## src/hw/retimer_lock_map.svh

```systemverilog
`ifndef RETIMER_LOCK_MAP_SVH
`define RETIMER_LOCK_MAP_SVH

// register offsets
`define OFS_LOCK_DFE 8'h34
`define OFS_TOL_TAP1 8'h35
`define OFS_REF_RANGE 8'h36
`define OFS_EQ_STATE 8'h37
`define OFS_FEQ_STATE 8'h38
`define OFS_EYE_START 8'h39
`define OFS_FIXED_BOOST 8'h3a
`define OFS_ERR_A 8'h3b
`define OFS_ERR_B 8'h3c
`define OFS_RSVD_A 8'h3d
`define OFS_EYE_WATCH 8'h3e
`define OFS_RSVD_B 8'h3f
`define OFS_G0_LOW 8'h60
`define OFS_G0_HIGH 8'h61
`define OFS_G1_LOW 8'h62

// reset values
`define RST_LOCK_DFE 8'h3f
`define RST_TOL_TAP1 8'h1f
`define RST_REF_RANGE 8'h31
`define RST_EYE_START 8'h00
`define RST_FIXED_BOOST 8'ha5
`define RST_RSVD 8'h00
`define RST_EYE_WATCH 8'h80
`define RST_GROUP 8'h00

// field positions
`define BIT_ERR_READY 7
`define BIT_LP_DISABLE 6
`define BIT_GET_ERR 5
`define BIT_IRQ_EN 6
`define BIT_RANGE_OV 2
`define BIT_EYE_WATCH 7
`define BIT_GROUP_OV 7

// timing
`define LP_DELAY_MS 100
`define CLK_KHZ 50000

`endif

```

## src/hw/retimer_lock_pkg.sv

```systemverilog
package retimer_lock_pkg;
  // lock qualification states
  typedef enum logic [1:0] {
    LK_SEARCH,
    LK_LOCKED,
    LK_RETRY
  } lock_state_t;
endpackage

```

## src/hw/lock_check_if.sv

```systemverilog
`timescale 1ns/1ns
// carries lock-check traffic between the bank and the lock monitor
interface lock_check_if;
  logic check_stb;
  logic criteria_ok;
  logic [1:0] retry_limit;
  logic locked;
  modport ctrl(output check_stb, criteria_ok, retry_limit,
               input locked);
  modport mon(input check_stb, criteria_ok, retry_limit,
              output locked);
endinterface

```

## src/hw/retimer_channel_lock_adapt_regs.sv

```systemverilog
`timescale 1ns/1ns
`include "retimer_lock_map.svh"
module retimer_channel_lock_adapt_regs #(
  parameter int LP_DELAY_CYCLES = `LP_DELAY_MS * `CLK_KHZ,
  parameter int CAP_W = 5
) (
  input wire logic clock_i,                 // register clock
  input wire logic rst_n_i,                 // sync reset, active low
  input wire logic reg_wr_i,                // register write strobe
  input wire logic reg_rd_i,                // register read strobe
  input wire logic [7:0] reg_addr_i,        // register offset
  input wire logic [7:0] reg_wdata_i,       // write data
  output logic [7:0] reg_rdata_o,           // read data, next cycle
  input wire logic [15:0] freq_count_i,     // live frequency error
  input wire logic freq_count_valid_i,      // new count this cycle
  input wire logic signal_detect_i,         // input signal present
  output logic power_down_o,                // low-power shutdown
  input wire logic lock_check_i,            // one lock check now
  input wire logic freq_ok_i,               // ppm criterion met
  input wire logic eye_ok_i,                // eye opening criterion met
  output logic cdr_locked_o,                // lock indication
  input wire logic [3:0] later_step_req_i,  // taps 2-5 step magnitude
  output logic [3:0] later_step_o,          // limited step
  input wire logic [4:0] tap1_weight_req_i, // tap 1 weight magnitude
  output logic [4:0] tap1_weight_o,         // limited weight
  input wire logic [7:0] tol_value_i,       // raw tolerance
  input wire logic tol_enable_i,            // tolerance enable bit
  output logic [9:0] scaled_tol_o,          // scaled tolerance
  output logic tol_active_o,                // tolerance in use
  input wire logic eye_event_i,             // eye threshold event
  output logic eye_irq_o,                   // eye interrupt
  output logic ref_clk_enable_o,            // reference clock on
  output logic fast_lock_o,                 // fast lock mode
  output logic full_search_o,               // full cap-dac search
  input wire logic [CAP_W-1:0] search_start_i,   // search start
  input wire logic [CAP_W-1:0] search_stop_def_i, // default stop
  output logic [CAP_W-1:0] search_stop_o,   // search stop used
  input wire logic eye_scan_override_i,     // eye monitor override
  output logic [1:0] eye_rate_shift_o,      // log2 of rate divisor
  output logic [4:0] eq_start_index_o,      // adaptation start index
  input wire logic [2:0] divider_sel_i,     // divider code
  input wire logic adapt_low_rate_i,        // adapt-at-low-rate enable
  output logic use_fixed_boost_o,           // fixed boost in force
  output logic [7:0] fixed_boost_field_o,   // four 2-bit boosts
  input wire logic [6:0] group1_count_msb_i,   // group 1 high bits
  input wire logic group1_override_en_i,    // group 1 override
  output logic group0_manual_rate_enable_o, // group 0 override
  output logic [14:0] group0_manual_count_o, // group 0 count
  output logic group1_manual_rate_enable_o, // group 1 override
  output logic [14:0] group1_manual_count_o // group 1 count
);
  localparam int LP_W = $clog2(LP_DELAY_CYCLES + 1);
  localparam logic [LP_W-1:0] LP_LAST = LP_W'(LP_DELAY_CYCLES - 1);

  // stored registers
  logic [7:0] lock_and_dfe_limit_ctrl;
  logic [7:0] freq_tolerance_and_tap1_limit;
  logic [7:0] reference_and_search_range_ctrl;
  logic [7:0] eye_rate_and_start_index;
  logic [7:0] fixed_boost_settings;
  logic [7:0] freq_error_readback_a;
  logic [7:0] freq_error_readback_b;
  logic [7:0] reserved_area_a;
  logic [7:0] eye_lock_monitor_ctrl;
  logic [7:0] reserved_area_b;
  logic [7:0] group0_rate_count_low;
  logic [7:0] group0_rate_count_high;
  logic [7:0] group1_rate_count_low;
  logic [LP_W-1:0] lp_count;
  logic [1:0] ref_mode;
  logic [1:0] range_sel;
  logic [1:0] tol_code;
  logic [9:0] tol_scaled;
  logic [7:0] read_value;
  logic [15:0] capture_value;

  // write decode helper
  function automatic logic hit(input logic [8:0] req,
                               input logic [7:0] ofs);
    hit = (req == {1'b1, ofs});
  endfunction

  // magnitude limiter shared by both tap paths
  function automatic logic [4:0] clamp5(input logic [4:0] req,
                                        input logic [4:0] lim);
    clamp5 = (req > lim) ? lim : req;
  endfunction

  // scaled tolerance by code
  function automatic logic [9:0] scale_tol(input logic [1:0] code,
                                           input logic [7:0] tol);
    logic [9:0] base;
    logic [9:0] frac;
    base = {2'b00, tol};
    frac = {7'h00, tol[3:1]};
    case (code)
      2'b00: scale_tol = base;
      2'b01: scale_tol = base + frac;
      2'b10: scale_tol = base << 1;
      2'b11: scale_tol = (base << 1) + frac;
      default: scale_tol = base;
    endcase
  endfunction

  // named decodes
  wire [8:0] wq = {reg_wr_i, reg_addr_i};
  wire wr_lock_dfe = hit(wq, `OFS_LOCK_DFE);
  wire wr_tol_tap1 = hit(wq, `OFS_TOL_TAP1);
  wire wr_ref_range = hit(wq, `OFS_REF_RANGE);
  wire wr_eye_start = hit(wq, `OFS_EYE_START);
  wire wr_fixed = hit(wq, `OFS_FIXED_BOOST);
  wire wr_rsvd_a = hit(wq, `OFS_RSVD_A);
  wire wr_eye_watch = hit(wq, `OFS_EYE_WATCH);
  wire wr_rsvd_b = hit(wq, `OFS_RSVD_B);
  wire wr_g0_low = hit(wq, `OFS_G0_LOW);
  wire wr_g0_high = hit(wq, `OFS_G0_HIGH);
  wire wr_g1_low = hit(wq, `OFS_G1_LOW);

  // get request: the live counter is taken on the cycle after the write
  wire get_pending = freq_tolerance_and_tap1_limit[`BIT_GET_ERR];
  wire readback_load = get_pending || freq_count_valid_i;
  wire lp_disable = lock_and_dfe_limit_ctrl[`BIT_LP_DISABLE];
  wire range_override = reference_and_search_range_ctrl[`BIT_RANGE_OV];
  wire irq_enable = reference_and_search_range_ctrl[`BIT_IRQ_EN];
  wire eye_watch = eye_lock_monitor_ctrl[`BIT_EYE_WATCH];

  assign capture_value = freq_count_i;
  assign ref_mode = reference_and_search_range_ctrl[5:4];
  assign range_sel = reference_and_search_range_ctrl[1:0];
  assign tol_code = freq_tolerance_and_tap1_limit[7:6];
  assign tol_scaled = scale_tol(tol_code, tol_value_i);

  // eye opening joins the lock criteria only while watched
  lock_check_if lk ();
  assign lk.check_stb = lock_check_i;
  assign lk.criteria_ok = freq_ok_i && (!eye_watch || eye_ok_i);
  assign lk.retry_limit = lock_and_dfe_limit_ctrl[5:4];
  assign cdr_locked_o = lk.locked;

  lock_monitor u_lock_monitor (
    .clock_i(clock_i),
    .rst_n_i(rst_n_i),
    .lk(lk)
  );

  // read selection; state registers 0x37, 0x38 and gaps return zero
  always_comb begin
    case (reg_addr_i)
      `OFS_LOCK_DFE: read_value = lock_and_dfe_limit_ctrl;
      `OFS_TOL_TAP1: read_value = freq_tolerance_and_tap1_limit;
      `OFS_REF_RANGE: read_value = reference_and_search_range_ctrl;
      `OFS_EQ_STATE: read_value = 8'h00;
      `OFS_FEQ_STATE: read_value = 8'h00;
      `OFS_EYE_START: read_value = eye_rate_and_start_index;
      `OFS_FIXED_BOOST: read_value = fixed_boost_settings;
      `OFS_ERR_A: read_value = freq_error_readback_a;
      `OFS_ERR_B: read_value = freq_error_readback_b;
      `OFS_RSVD_A: read_value = reserved_area_a;
      `OFS_EYE_WATCH: read_value = eye_lock_monitor_ctrl;
      `OFS_RSVD_B: read_value = reserved_area_b;
      `OFS_G0_LOW: read_value = group0_rate_count_low;
      `OFS_G0_HIGH: read_value = group0_rate_count_high;
      `OFS_G1_LOW: read_value = group1_rate_count_low;
      default: read_value = 8'h00;
    endcase
  end

  // read data register
  always_ff @(posedge clock_i) begin
    if (!rst_n_i) begin
      reg_rdata_o <= 8'h00;
    end else if (reg_rd_i) begin
      reg_rdata_o <= read_value;
    end
  end

  // offset 0x34: ready flag is hardware-set and wins over a clear
  always_ff @(posedge clock_i) begin
    if (!rst_n_i) begin
      lock_and_dfe_limit_ctrl <= `RST_LOCK_DFE;
    end else begin
      if (wr_lock_dfe) begin
        lock_and_dfe_limit_ctrl <= reg_wdata_i;
      end
      if (readback_load) begin
        lock_and_dfe_limit_ctrl[`BIT_ERR_READY] <= 1'b1;
      end
    end
  end

  // offset 0x35: get bit clears once the capture is done
  always_ff @(posedge clock_i) begin
    if (!rst_n_i) begin
      freq_tolerance_and_tap1_limit <= `RST_TOL_TAP1;
    end else if (wr_tol_tap1) begin
      // a fresh write of one re-arms even during a capture
      freq_tolerance_and_tap1_limit <= reg_wdata_i;
    end else if (get_pending) begin
      freq_tolerance_and_tap1_limit[`BIT_GET_ERR] <= 1'b0;
    end
  end

  // frequency error readback, continuous or on request
  always_ff @(posedge clock_i) begin
    if (!rst_n_i) begin
      freq_error_readback_a <= 8'h00;
      freq_error_readback_b <= 8'h00;
    end else if (readback_load) begin
      freq_error_readback_a <= capture_value[7:0];
      freq_error_readback_b <= capture_value[15:8];
    end
  end

  // plain control registers
  always_ff @(posedge clock_i) begin
    if (!rst_n_i) begin
      reference_and_search_range_ctrl <= `RST_REF_RANGE;
      eye_rate_and_start_index <= `RST_EYE_START;
      fixed_boost_settings <= `RST_FIXED_BOOST;
      reserved_area_a <= `RST_RSVD;
      eye_lock_monitor_ctrl <= `RST_EYE_WATCH;
      reserved_area_b <= `RST_RSVD;
    end else begin
      if (wr_ref_range) begin
        reference_and_search_range_ctrl <= reg_wdata_i;
      end
      if (wr_eye_start) begin
        eye_rate_and_start_index <= reg_wdata_i;
      end
      if (wr_fixed) begin
        fixed_boost_settings <= reg_wdata_i;
      end
      if (wr_rsvd_a) begin
        reserved_area_a <= reg_wdata_i;
      end
      if (wr_eye_watch) begin
        eye_lock_monitor_ctrl <= reg_wdata_i;
      end
      if (wr_rsvd_b) begin
        reserved_area_b <= reg_wdata_i;
      end
    end
  end

  // manual data-rate group counts
  always_ff @(posedge clock_i) begin
    if (!rst_n_i) begin
      group0_rate_count_low <= `RST_GROUP;
      group0_rate_count_high <= `RST_GROUP;
      group1_rate_count_low <= `RST_GROUP;
    end else begin
      if (wr_g0_low) begin
        group0_rate_count_low <= reg_wdata_i;
      end
      if (wr_g0_high) begin
        group0_rate_count_high <= reg_wdata_i;
      end
      if (wr_g1_low) begin
        group1_rate_count_low <= reg_wdata_i;
      end
    end
  end

  // low-power timer restarts when detect returns
  always_ff @(posedge clock_i) begin
    if (!rst_n_i) begin
      lp_count <= '0;
      power_down_o <= 1'b0;
    end else if (signal_detect_i || lp_disable) begin
      lp_count <= '0;
      power_down_o <= 1'b0;
    end else if (lp_count == LP_LAST) begin
      power_down_o <= 1'b1;
    end else begin
      lp_count <= lp_count + 1'b1;
    end
  end

  // registered field outputs
  always_ff @(posedge clock_i) begin
    if (!rst_n_i) begin
      later_step_o <= 4'h0;
      tap1_weight_o <= 5'h00;
      scaled_tol_o <= 10'h000;
      tol_active_o <= 1'b0;
      eye_irq_o <= 1'b0;
    end else begin
      // one magnitude limit serves both polarities
      later_step_o <= 4'(clamp5({1'b0, later_step_req_i},
        {1'b0, lock_and_dfe_limit_ctrl[3:0]}));
      tap1_weight_o <= clamp5(tap1_weight_req_i,
        freq_tolerance_and_tap1_limit[4:0]);
      scaled_tol_o <= tol_enable_i ? tol_scaled : 10'h000;
      tol_active_o <= tol_enable_i;
      eye_irq_o <= eye_event_i && irq_enable;
    end
  end

  // reference mode and cap-dac search decode
  always_ff @(posedge clock_i) begin
    if (!rst_n_i) begin
      ref_clk_enable_o <= 1'b0;
      fast_lock_o <= 1'b0;
      full_search_o <= 1'b0;
      search_stop_o <= '0;
    end else begin
      ref_clk_enable_o <= ref_mode[1];
      fast_lock_o <= (ref_mode == 2'b11);
      full_search_o <= (ref_mode == 2'b11) || (ref_mode == 2'b00);
      // stop sits one to four steps below start under override
      search_stop_o <= range_override ?
        CAP_W'(search_start_i - CAP_W'({1'b0, range_sel} + 3'h1))
        : search_stop_def_i;
    end
  end

  // eye rate, start index, boost and group outputs
  always_ff @(posedge clock_i) begin
    if (!rst_n_i) begin
      eye_rate_shift_o <= 2'h0;
      eq_start_index_o <= 5'h00;
      use_fixed_boost_o <= 1'b0;
      fixed_boost_field_o <= 8'h00;
      group0_manual_rate_enable_o <= 1'b0;
      group0_manual_count_o <= 15'h0000;
      group1_manual_rate_enable_o <= 1'b0;
      group1_manual_count_o <= 15'h0000;
    end else begin
      // without override the monitor runs at full rate
      eye_rate_shift_o <= eye_scan_override_i ?
        ~eye_rate_and_start_index[6:5] : 2'h0;
      eq_start_index_o <= eye_rate_and_start_index[4:0];
      // divide by 4 and slower counts as code two and above
      use_fixed_boost_o <= (divider_sel_i >= 3'h2) &&
        !adapt_low_rate_i;
      fixed_boost_field_o <= fixed_boost_settings;
      group0_manual_rate_enable_o <=
        group0_rate_count_high[`BIT_GROUP_OV];
      group0_manual_count_o <= {group0_rate_count_high[6:0],
        group0_rate_count_low};
      group1_manual_rate_enable_o <= group1_override_en_i;
      group1_manual_count_o <= {group1_count_msb_i,
        group1_rate_count_low};
    end
  end

endmodule // retimer_channel_lock_adapt_regs

```

## src/hw/lock_monitor.sv

```systemverilog
`timescale 1ns/1ns
module lock_monitor (
  input wire logic clock_i,  // register clock
  input wire logic rst_n_i,  // sync reset, active low
  lock_check_if.mon lk       // check strobes in, lock state out
);
  retimer_lock_pkg::lock_state_t state;
  retimer_lock_pkg::lock_state_t next_state;
  logic [2:0] next_fail;
  logic [2:0] fail_cnt;
  logic [2:0] checks_allowed;

  // retry field plus one failed checks unlock
  assign checks_allowed = {1'b0, lk.retry_limit} + 3'h1;
  // indication stays high while retrying
  assign lk.locked = (state != retimer_lock_pkg::LK_SEARCH);

  // next state and failure count
  always_comb begin
    next_state = state;
    next_fail = fail_cnt;
    case (state)
      retimer_lock_pkg::LK_SEARCH: begin
        if (lk.check_stb && lk.criteria_ok) begin
          next_state = retimer_lock_pkg::LK_LOCKED;
          next_fail = 3'h0;
        end
      end
      retimer_lock_pkg::LK_LOCKED: begin
        if (lk.check_stb && !lk.criteria_ok) begin
          next_fail = 3'h1;
          if (checks_allowed == 3'h1) begin
            next_state = retimer_lock_pkg::LK_SEARCH;
            next_fail = 3'h0;
          end else begin
            next_state = retimer_lock_pkg::LK_RETRY;
          end
        end
      end
      retimer_lock_pkg::LK_RETRY: begin
        if (lk.check_stb && lk.criteria_ok) begin
          next_state = retimer_lock_pkg::LK_LOCKED;
          next_fail = 3'h0;
        end else if (lk.check_stb) begin
          next_fail = fail_cnt + 3'h1;
          if (next_fail >= checks_allowed) begin
            next_state = retimer_lock_pkg::LK_SEARCH;
            next_fail = 3'h0;
          end
        end
      end
      default: begin
        next_state = retimer_lock_pkg::LK_SEARCH;
        next_fail = 3'h0;
      end
    endcase
  end

  // state registers
  always_ff @(posedge clock_i) begin
    if (!rst_n_i) begin
      state <= retimer_lock_pkg::LK_SEARCH;
      fail_cnt <= 3'h0;
    end else begin
      state <= next_state;
      fail_cnt <= next_fail;
    end
  end
endmodule // lock_monitor

```

## config.mk

```make
export PLATFORM = sky130hd
export DESIGN_NAME = retimer_channel_lock_adapt_regs
export DESIGN_NICKNAME = d
export VERILOG_FILES = /design/src/hw/retimer_lock_pkg.sv /design/src/hw/lock_check_if.sv /design/src/hw/retimer_channel_lock_adapt_regs.sv /design/src/hw/lock_monitor.sv
export VERILOG_INCLUDE_DIRS = /design/src /design/src/hw
export SDC_FILE = /design/constraint.sdc
export NUM_CORES = 1
export LEC_CHECK = 0
export ABC_AREA = 1
export BUFFER_PORTS_ARGS = -buffer_cell sky130_fd_sc_hd__buf_2
export CAP_MARGIN = 40
export CORE_MARGIN = 8
export CORE_UTILIZATION = 35
export DETAILED_ROUTE_END_ITERATION = 10
export GPL_ROUTABILITY_DRIVEN = 0
export SYNTH_ARGS = -nofsm -noshare
export SYNTH_HDL_FRONTEND = slang
export SYNTH_SLANG_ARGS = --single-unit
```

## constraint.sdc

```tcl
create_clock -name clock_i -period 4 [get_ports clock_i]
set_input_delay 0.6 -clock clock_i [delete_from_list [all_inputs] [get_ports clock_i]]
set_output_delay 0.6 -clock clock_i [all_outputs]
set_load 0.05 [all_outputs]
```

== Word level (Yosys, flattened, before mapping) ==
Index checks and enable logic that the tools add are counted.
Widths: inputs -> output; s select.

* Memories kept: 0
* ROM bits: 0
* RAM bits: 0
* Logic and storage cells: 130
* Input bits: 83
* Bits in latches: 0
* Register bits: 218

* Multipliers: 0
* Magnitude comparators: 4
* Div/mod/pow operators: 0
* Add/subtract/negate cells: 7
* Bitwise gates (word level): 2
* Equality and inequality tests: 36
* Muxes and demuxes: 21
* Reductions and logical operators: 23
* Shift operators: 0

{| class="wikitable"
|+ Operators with widths
! operator !! count
|-
| $pmux 8 s13 || 1
|-
| $eq 9x9->1 const B || 11
|-
| $eq 8x6->1 const B || 10
|-
| $pmux 10 s4 || 1
|-
| $eq 8x7->1 const B || 3
|-
| $add 23x1->23 const B || 1
|-
| $eq 23x23->1 const B || 1
|-
| $mux 3 || 5
|-
| $mux 2 || 6
|-
| $add 9x3->10 || 1
|-
| $mux 5 || 2
|-
| $add 8x3->9 || 1
|-
| $pmux 3 s3 || 1
|-
| $eq 2x2->1 const B || 4
|-
| $mux 8 || 1
|-
| $add 2x1->3 const B || 2
|-
| $logic_not 2->1 || 3
|-
| $pmux 2 s3 || 1
|-
| $reduce_and 2->1 || 3
|-
| $gt 5x5->1 || 1
|-
| $logic_and 1x1->1 || 5
|-
| $sub 5x3->5 || 1
|-
| $eq 2x1->1 const B || 2
|-
| $gt 4x4->1 || 1
|-
| other kinds (17) || 25
|}

== Logic depth before layout (Yosys ltp) ==
* Depth in word-level cells: 7
* Depth in mapped cells: 12
* Mapped depth without buffers: 12

== Cells and area by module ==
From an unflattened synthesis, not the netlist that was laid out.

* Cell total of the unflattened synthesis: 1339
* Area total of the unflattened synthesis: 9829.4 sq um

{| class="wikitable"
|+ By module, submodules not included
! module !! cells each !! instances !! seq. area each (sq um) !! area an instance (sq um)
|-
| retimer_channel_lock_adapt_regs || 1263 || 1 || 4264.1 || 9330.2
|-
| lock_monitor || 76 || 1 || 100.1 || 499.2
|}

== Least setup slack after synthesis ==
Ideal clock, no wire load.

* Path type: input-to-reg
* Start point: in tol_value_i[0]
* End point: reg scaled_tol_o[6]
* Buffers on the path: 0
* Arrival: 1.751 ns
* Library setup time: 0.074 ns
* Setup slack: 2.175 ns
* Cell stages on the path: 10
* Path through: ha_1 > inv_1 > fa_1 > inv_1 > nand2_1 > nand2_1 > inv_1 > o21ai_0 > o211ai_1 > a31oi_1

* Longest elaborated chain between the ends: 2
* Elaborated cells between the ends (all ways): 3
* Those cells by class: add/sub (2); mux (1)

{| class="wikitable"
|+ RTL lines
! item !! line !! source
|-
| start, declared || retimer_channel_lock_adapt_regs.sv:26 || <nowiki>input wire logic [7:0] tol_value_i,</nowiki>
|-
| $add 9x3->10 or $add 8x3->9 (tied branches) || retimer_channel_lock_adapt_regs.sv:100, retimer_channel_lock_adapt_regs.sv:98 ||
|-
| $pmux 10 s4 * || retimer_channel_lock_adapt_regs.sv:96 || <nowiki>case (code)</nowiki>
|-
| end signal, assigned || retimer_channel_lock_adapt_regs.sv:293 || <nowiki>scaled_tol_o <= tol_enable_i ? tol_scaled : 10'h000;</nowiki>
|-
| end, declared || retimer_channel_lock_adapt_regs.sv:28 || <nowiki>output logic [9:0] scaled_tol_o,</nowiki>
|}

Mark *: on every way between the ends. The rest lies on a longest branch, timed or not.
A chain may end at the register's enable or synchronous reset.

== Worst setup path after layout ==
* Start point: in reg_addr_i[6]
* End point: reg reg_rdata_o[1]

* Longest elaborated chain between the ends: 2
* Elaborated cells between the ends (all ways): 14
* Those cells by class: eq/ne (13); mux (1)

{| class="wikitable"
|+ RTL lines
! item !! line !! source
|-
| start, declared || retimer_channel_lock_adapt_regs.sv:11 || <nowiki>input wire logic [7:0] reg_addr_i,</nowiki>
|-
| $eq 8x7->1 or $eq 8x6->1 (tied branches) || retimer_channel_lock_adapt_regs.sv:148 || <nowiki>case (reg_addr_i)</nowiki>
|-
| $pmux 8 s13 * || retimer_channel_lock_adapt_regs.sv:148 ||
|-
| end signal, assigned || retimer_channel_lock_adapt_regs.sv:173 || <nowiki>reg_rdata_o <= read_value;</nowiki>
|-
| end, declared || retimer_channel_lock_adapt_regs.sv:13 || <nowiki>output logic [7:0] reg_rdata_o,</nowiki>
|}

Marks and branches as above.

==> impl_metrics.ini <==
[sta]
setup_violations = 0
finalHoldViolations = 0
worst_hold_slack_ps = 239
fin_crit_ps = 2180
fmax_mhz = 458
fin_skew_ps = 17.2
rsz0062_at_grt = false
fin_ws_ps = 1820
setup_tns_ps = 0
maxSlewViolCount = 0
maxSlewHeadroom = 0.541
period_share = 0.545
max_slew.worst_pin.slew_ps = 688

[placed_design]
hpwlAfterDp_um = 21000
dp_cells = 1821
place_ws_ps = 1340
placement.io_buffers = 168

[logic_synthesis]
synth_nets = 1443
avgSynthCellArea_um2 = 7.40
synth_area_leaders = dfxtp_1 44%, nand2_1 7.3%, inv_1 7.1%, o21ai_0 6.6%, a21oi_1 6.3%
yosysSeqAreaShare = 0.444
yosysTopAreaCell = dfxtp_1
synth_edf_count = 0
syn_inst = 1328
yosysUniqueCellTypes = 43
synth_ff_type = dfxtp_1
netlist.area_leader.share = 0.444
yosys_warnings = 0
yosys_register_bits = 218
synthesis.area_um2 = 9830
async_reset_ff_frac = 0

[worst_setup_path]
path_class = in -> reg
critPathLaunchType = input port
r2r_setup_slack_ps = 2090
crit_start = reg_addr_i[6]
arrival_ps = 2620
rr_worst_depth = 12
required_ps = 4440
critPathMaxFanout = 31
cp-end-kind = register
reg2reg_to = u_lock_monitor.state[1]$_SDFFE_PN0P_
r2r_start = lock_and_dfe_limit_ctrl[5]$_SDFFE_PN1N_

[cts]
cts_root_buf = clkbuf_16
numCtsBuffers = 25
htree_levels = 1
clock-sinks = 218
ctsResizeCount = 0
clk_pin_slew_ps = 60
cts_setup_buffers = 0
clk_path_buf_depth = 3
hold_buffers = 0
clk_latency_ps = 520
cts_tree = yes

[detailed_routing]
dr.pass1.iters = 4
drtIter0Drc = 675
wl_met3_um = 2130
viasPerCell = 4.86
met2_wirelength_um = 12900
vias = 9060
wl_met1_um = 12800
wl_per_cell_um = 15.4
wl_um = 28800
ant_nets = 0
drc = 0
maxUsedRoutingLayer = met5

[pwr]
clkPwrFrac = 0.446
p_leak_uw = 0.00549
power_density_nw_per_um2 = 418
internal_power_uw = 3630
p_sw_uw = 1260
p_seq_frac = 0.458
swShare = 0.258
comb_power_share = 0.096
ir_drop_mv = 0.306

[cells_and_area]
final_common_cell = dfxtp_1
final_cells = 1865
antenna_cells = 0
final_cell_mix = 218 x dfxtp_1, 192 x nand2_1, 187 x inv_1
syn_to_final_growth_pct = 19.2
drive_gt1_frac = 0.175
finalNetCount = 1585

[grt]
grt_max_degree = 121
grt-ovfl-total = 0
grt_pass1_vias = 8714
grt_first_pass_wirelength_um = 45600
antenna_found_initial = 3
track_usage = 0.168

[run]
maxCapViolCount = 0

[worst_hold_path]
holdCritStartpoint = adapt_low_rate_i
whs_endpoint = use_fixed_boost_o$_SDFF_PN0_
hold_depth = 2
min_path_type = in -> reg

[floorplan]
start_util = 0.355
io_pins = 170
die_h_um = 184
coreArea_um2 = 27700
num_rows = 61
die_w_um = 184
die-area_um2 = 33700

[status]
outcome = finished clean
[state kept, by name (all words and copies together), names as in the netlist, 5 cells and up]
signal and count:
tap1_weight_o 5, group0_rate_count_high 8, eye_lock_monitor_ctrl 8, group1_rate_count_low 8
scaled_tol_o 10, group1_manual_count_o 15, fixed_boost_settings 8, lock_and_dfe_limit_ctrl 8
eye_rate_and_start_index 8, group0_rate_count_low 8, group0_manual_count_o 15, lp_count 23
reserved_area_a 8, search_stop_o 5, reg_rdata_o 8, eq_start_index_o 5
freq_error_readback_b 8, reference_and_search_range_ctrl 8, fixed_boost_field_o 8, reserved_area_b 8
freq_error_readback_a 8, freq_tolerance_and_tap1_limit 8
[cell type report]
cell class	count	area [um2]
clock buffer	35	703
fill	2920	16000
clock inverter	9	75.1
inverter	200	751
tap	378	473
timing repair buffer	174	901
sequential	218	4360
multi-input combinational	851	4450
[power groups by stage]
stage / Clock [uW] / Sequential (uW) / Combinational, uW
2_1_floorplan: 0 / 2360 / 246
3_3_place_gp: 0 / 2280 / 467
3_5_place_dp: 0 / 2290 / 472
4_1_cts: 2250 / 2240 / 475
5_1_grt: 2320 / 2240 / 523
6_report: 2180 / 2240 / 472
[worst max-delay path: stages]
cell and delay, ps:
buf_2 110, inv_1 50, nand2_1 140, nor2_4 570, buf_4 380, nand2_2 150, o21ai_0 260, nor2_1 100
nand3_1 100, nand2_1 60, a21oi_1 110
[how the worst max path moves through the flow]
stage | to | slack, ps
after CTS | cdr_locked_o | 1860
after global placement | reg_rdata_o[1]$_SDFFE_PN0P_ | 1380
after floorplan | scaled_tol_o[6]$_SDFF_PN0_ | 2170
after global routing | reg_rdata_o[1]$_SDFFE_PN0P_ | 1570
after detailed placement | reg_rdata_o[1]$_SDFFE_PN0P_ | 1340
final | reg_rdata_o[1]$_SDFFE_PN0P_ | 1820
[per-layer routing]
layer | vias up | global-route usage
li1 | 4644 | -
met1 | 4089 | 0.209
met4 | 6 | 0.0602
met5 | - | 0
met3 | 65 | 0.0429
met2 | 256 | 0.276
[cell families (layout without fill, tap and decap cells)]
kind of cell | Yosys count | count (layout) | synth area share
adders and majority gates | 32 | 32 | 0.0430
xor gates and xnor gates | 8 | 8 | 0.00713
buffers and inverters | 259 | 418 | 0.103
AOI/OAI and AO/OA | 289 | 289 | 0.153
DFF | 218 | 218 | 0.444
and+or+nand+nor | 522 | 522 | 0.249
[through the flow]
stage / total power (uW) / utilization / instance area [um2]
2_1_floorplan: 2610 / - / 9830
3_3_place_gp: 2750 / 0.395 / 10900
3_5_place_dp: 2760 / 0.395 / 10900
4_1_cts: 4960 / 0.423 / 11700
5_1_grt: 5090 / 0.423 / 11700
6_report: 4890 / 0.423 / 11700
[synth_stat cells, types with 4 or more instances]
cell type / count
dfxtp_1: 218
nand2_1: 192
inv_1: 187
o21ai_0: 129
a21oi_1: 123
nand3_1: 118
nor2_1: 114
nand4_1: 42
clkbuf_1: 30
ha_1: 29
buf_2: 25
nor3_1: 13
inv_2: 12
nor2_4: 12
o21ai_1: 10
nand2_2: 9
a31oi_1: 7
o21a_1: 7
o211ai_1: 6
nor2_2: 4
nor4_1: 4
xnor2_1: 4
xor2_1: 4
Power figures use the tool's default switching activity.
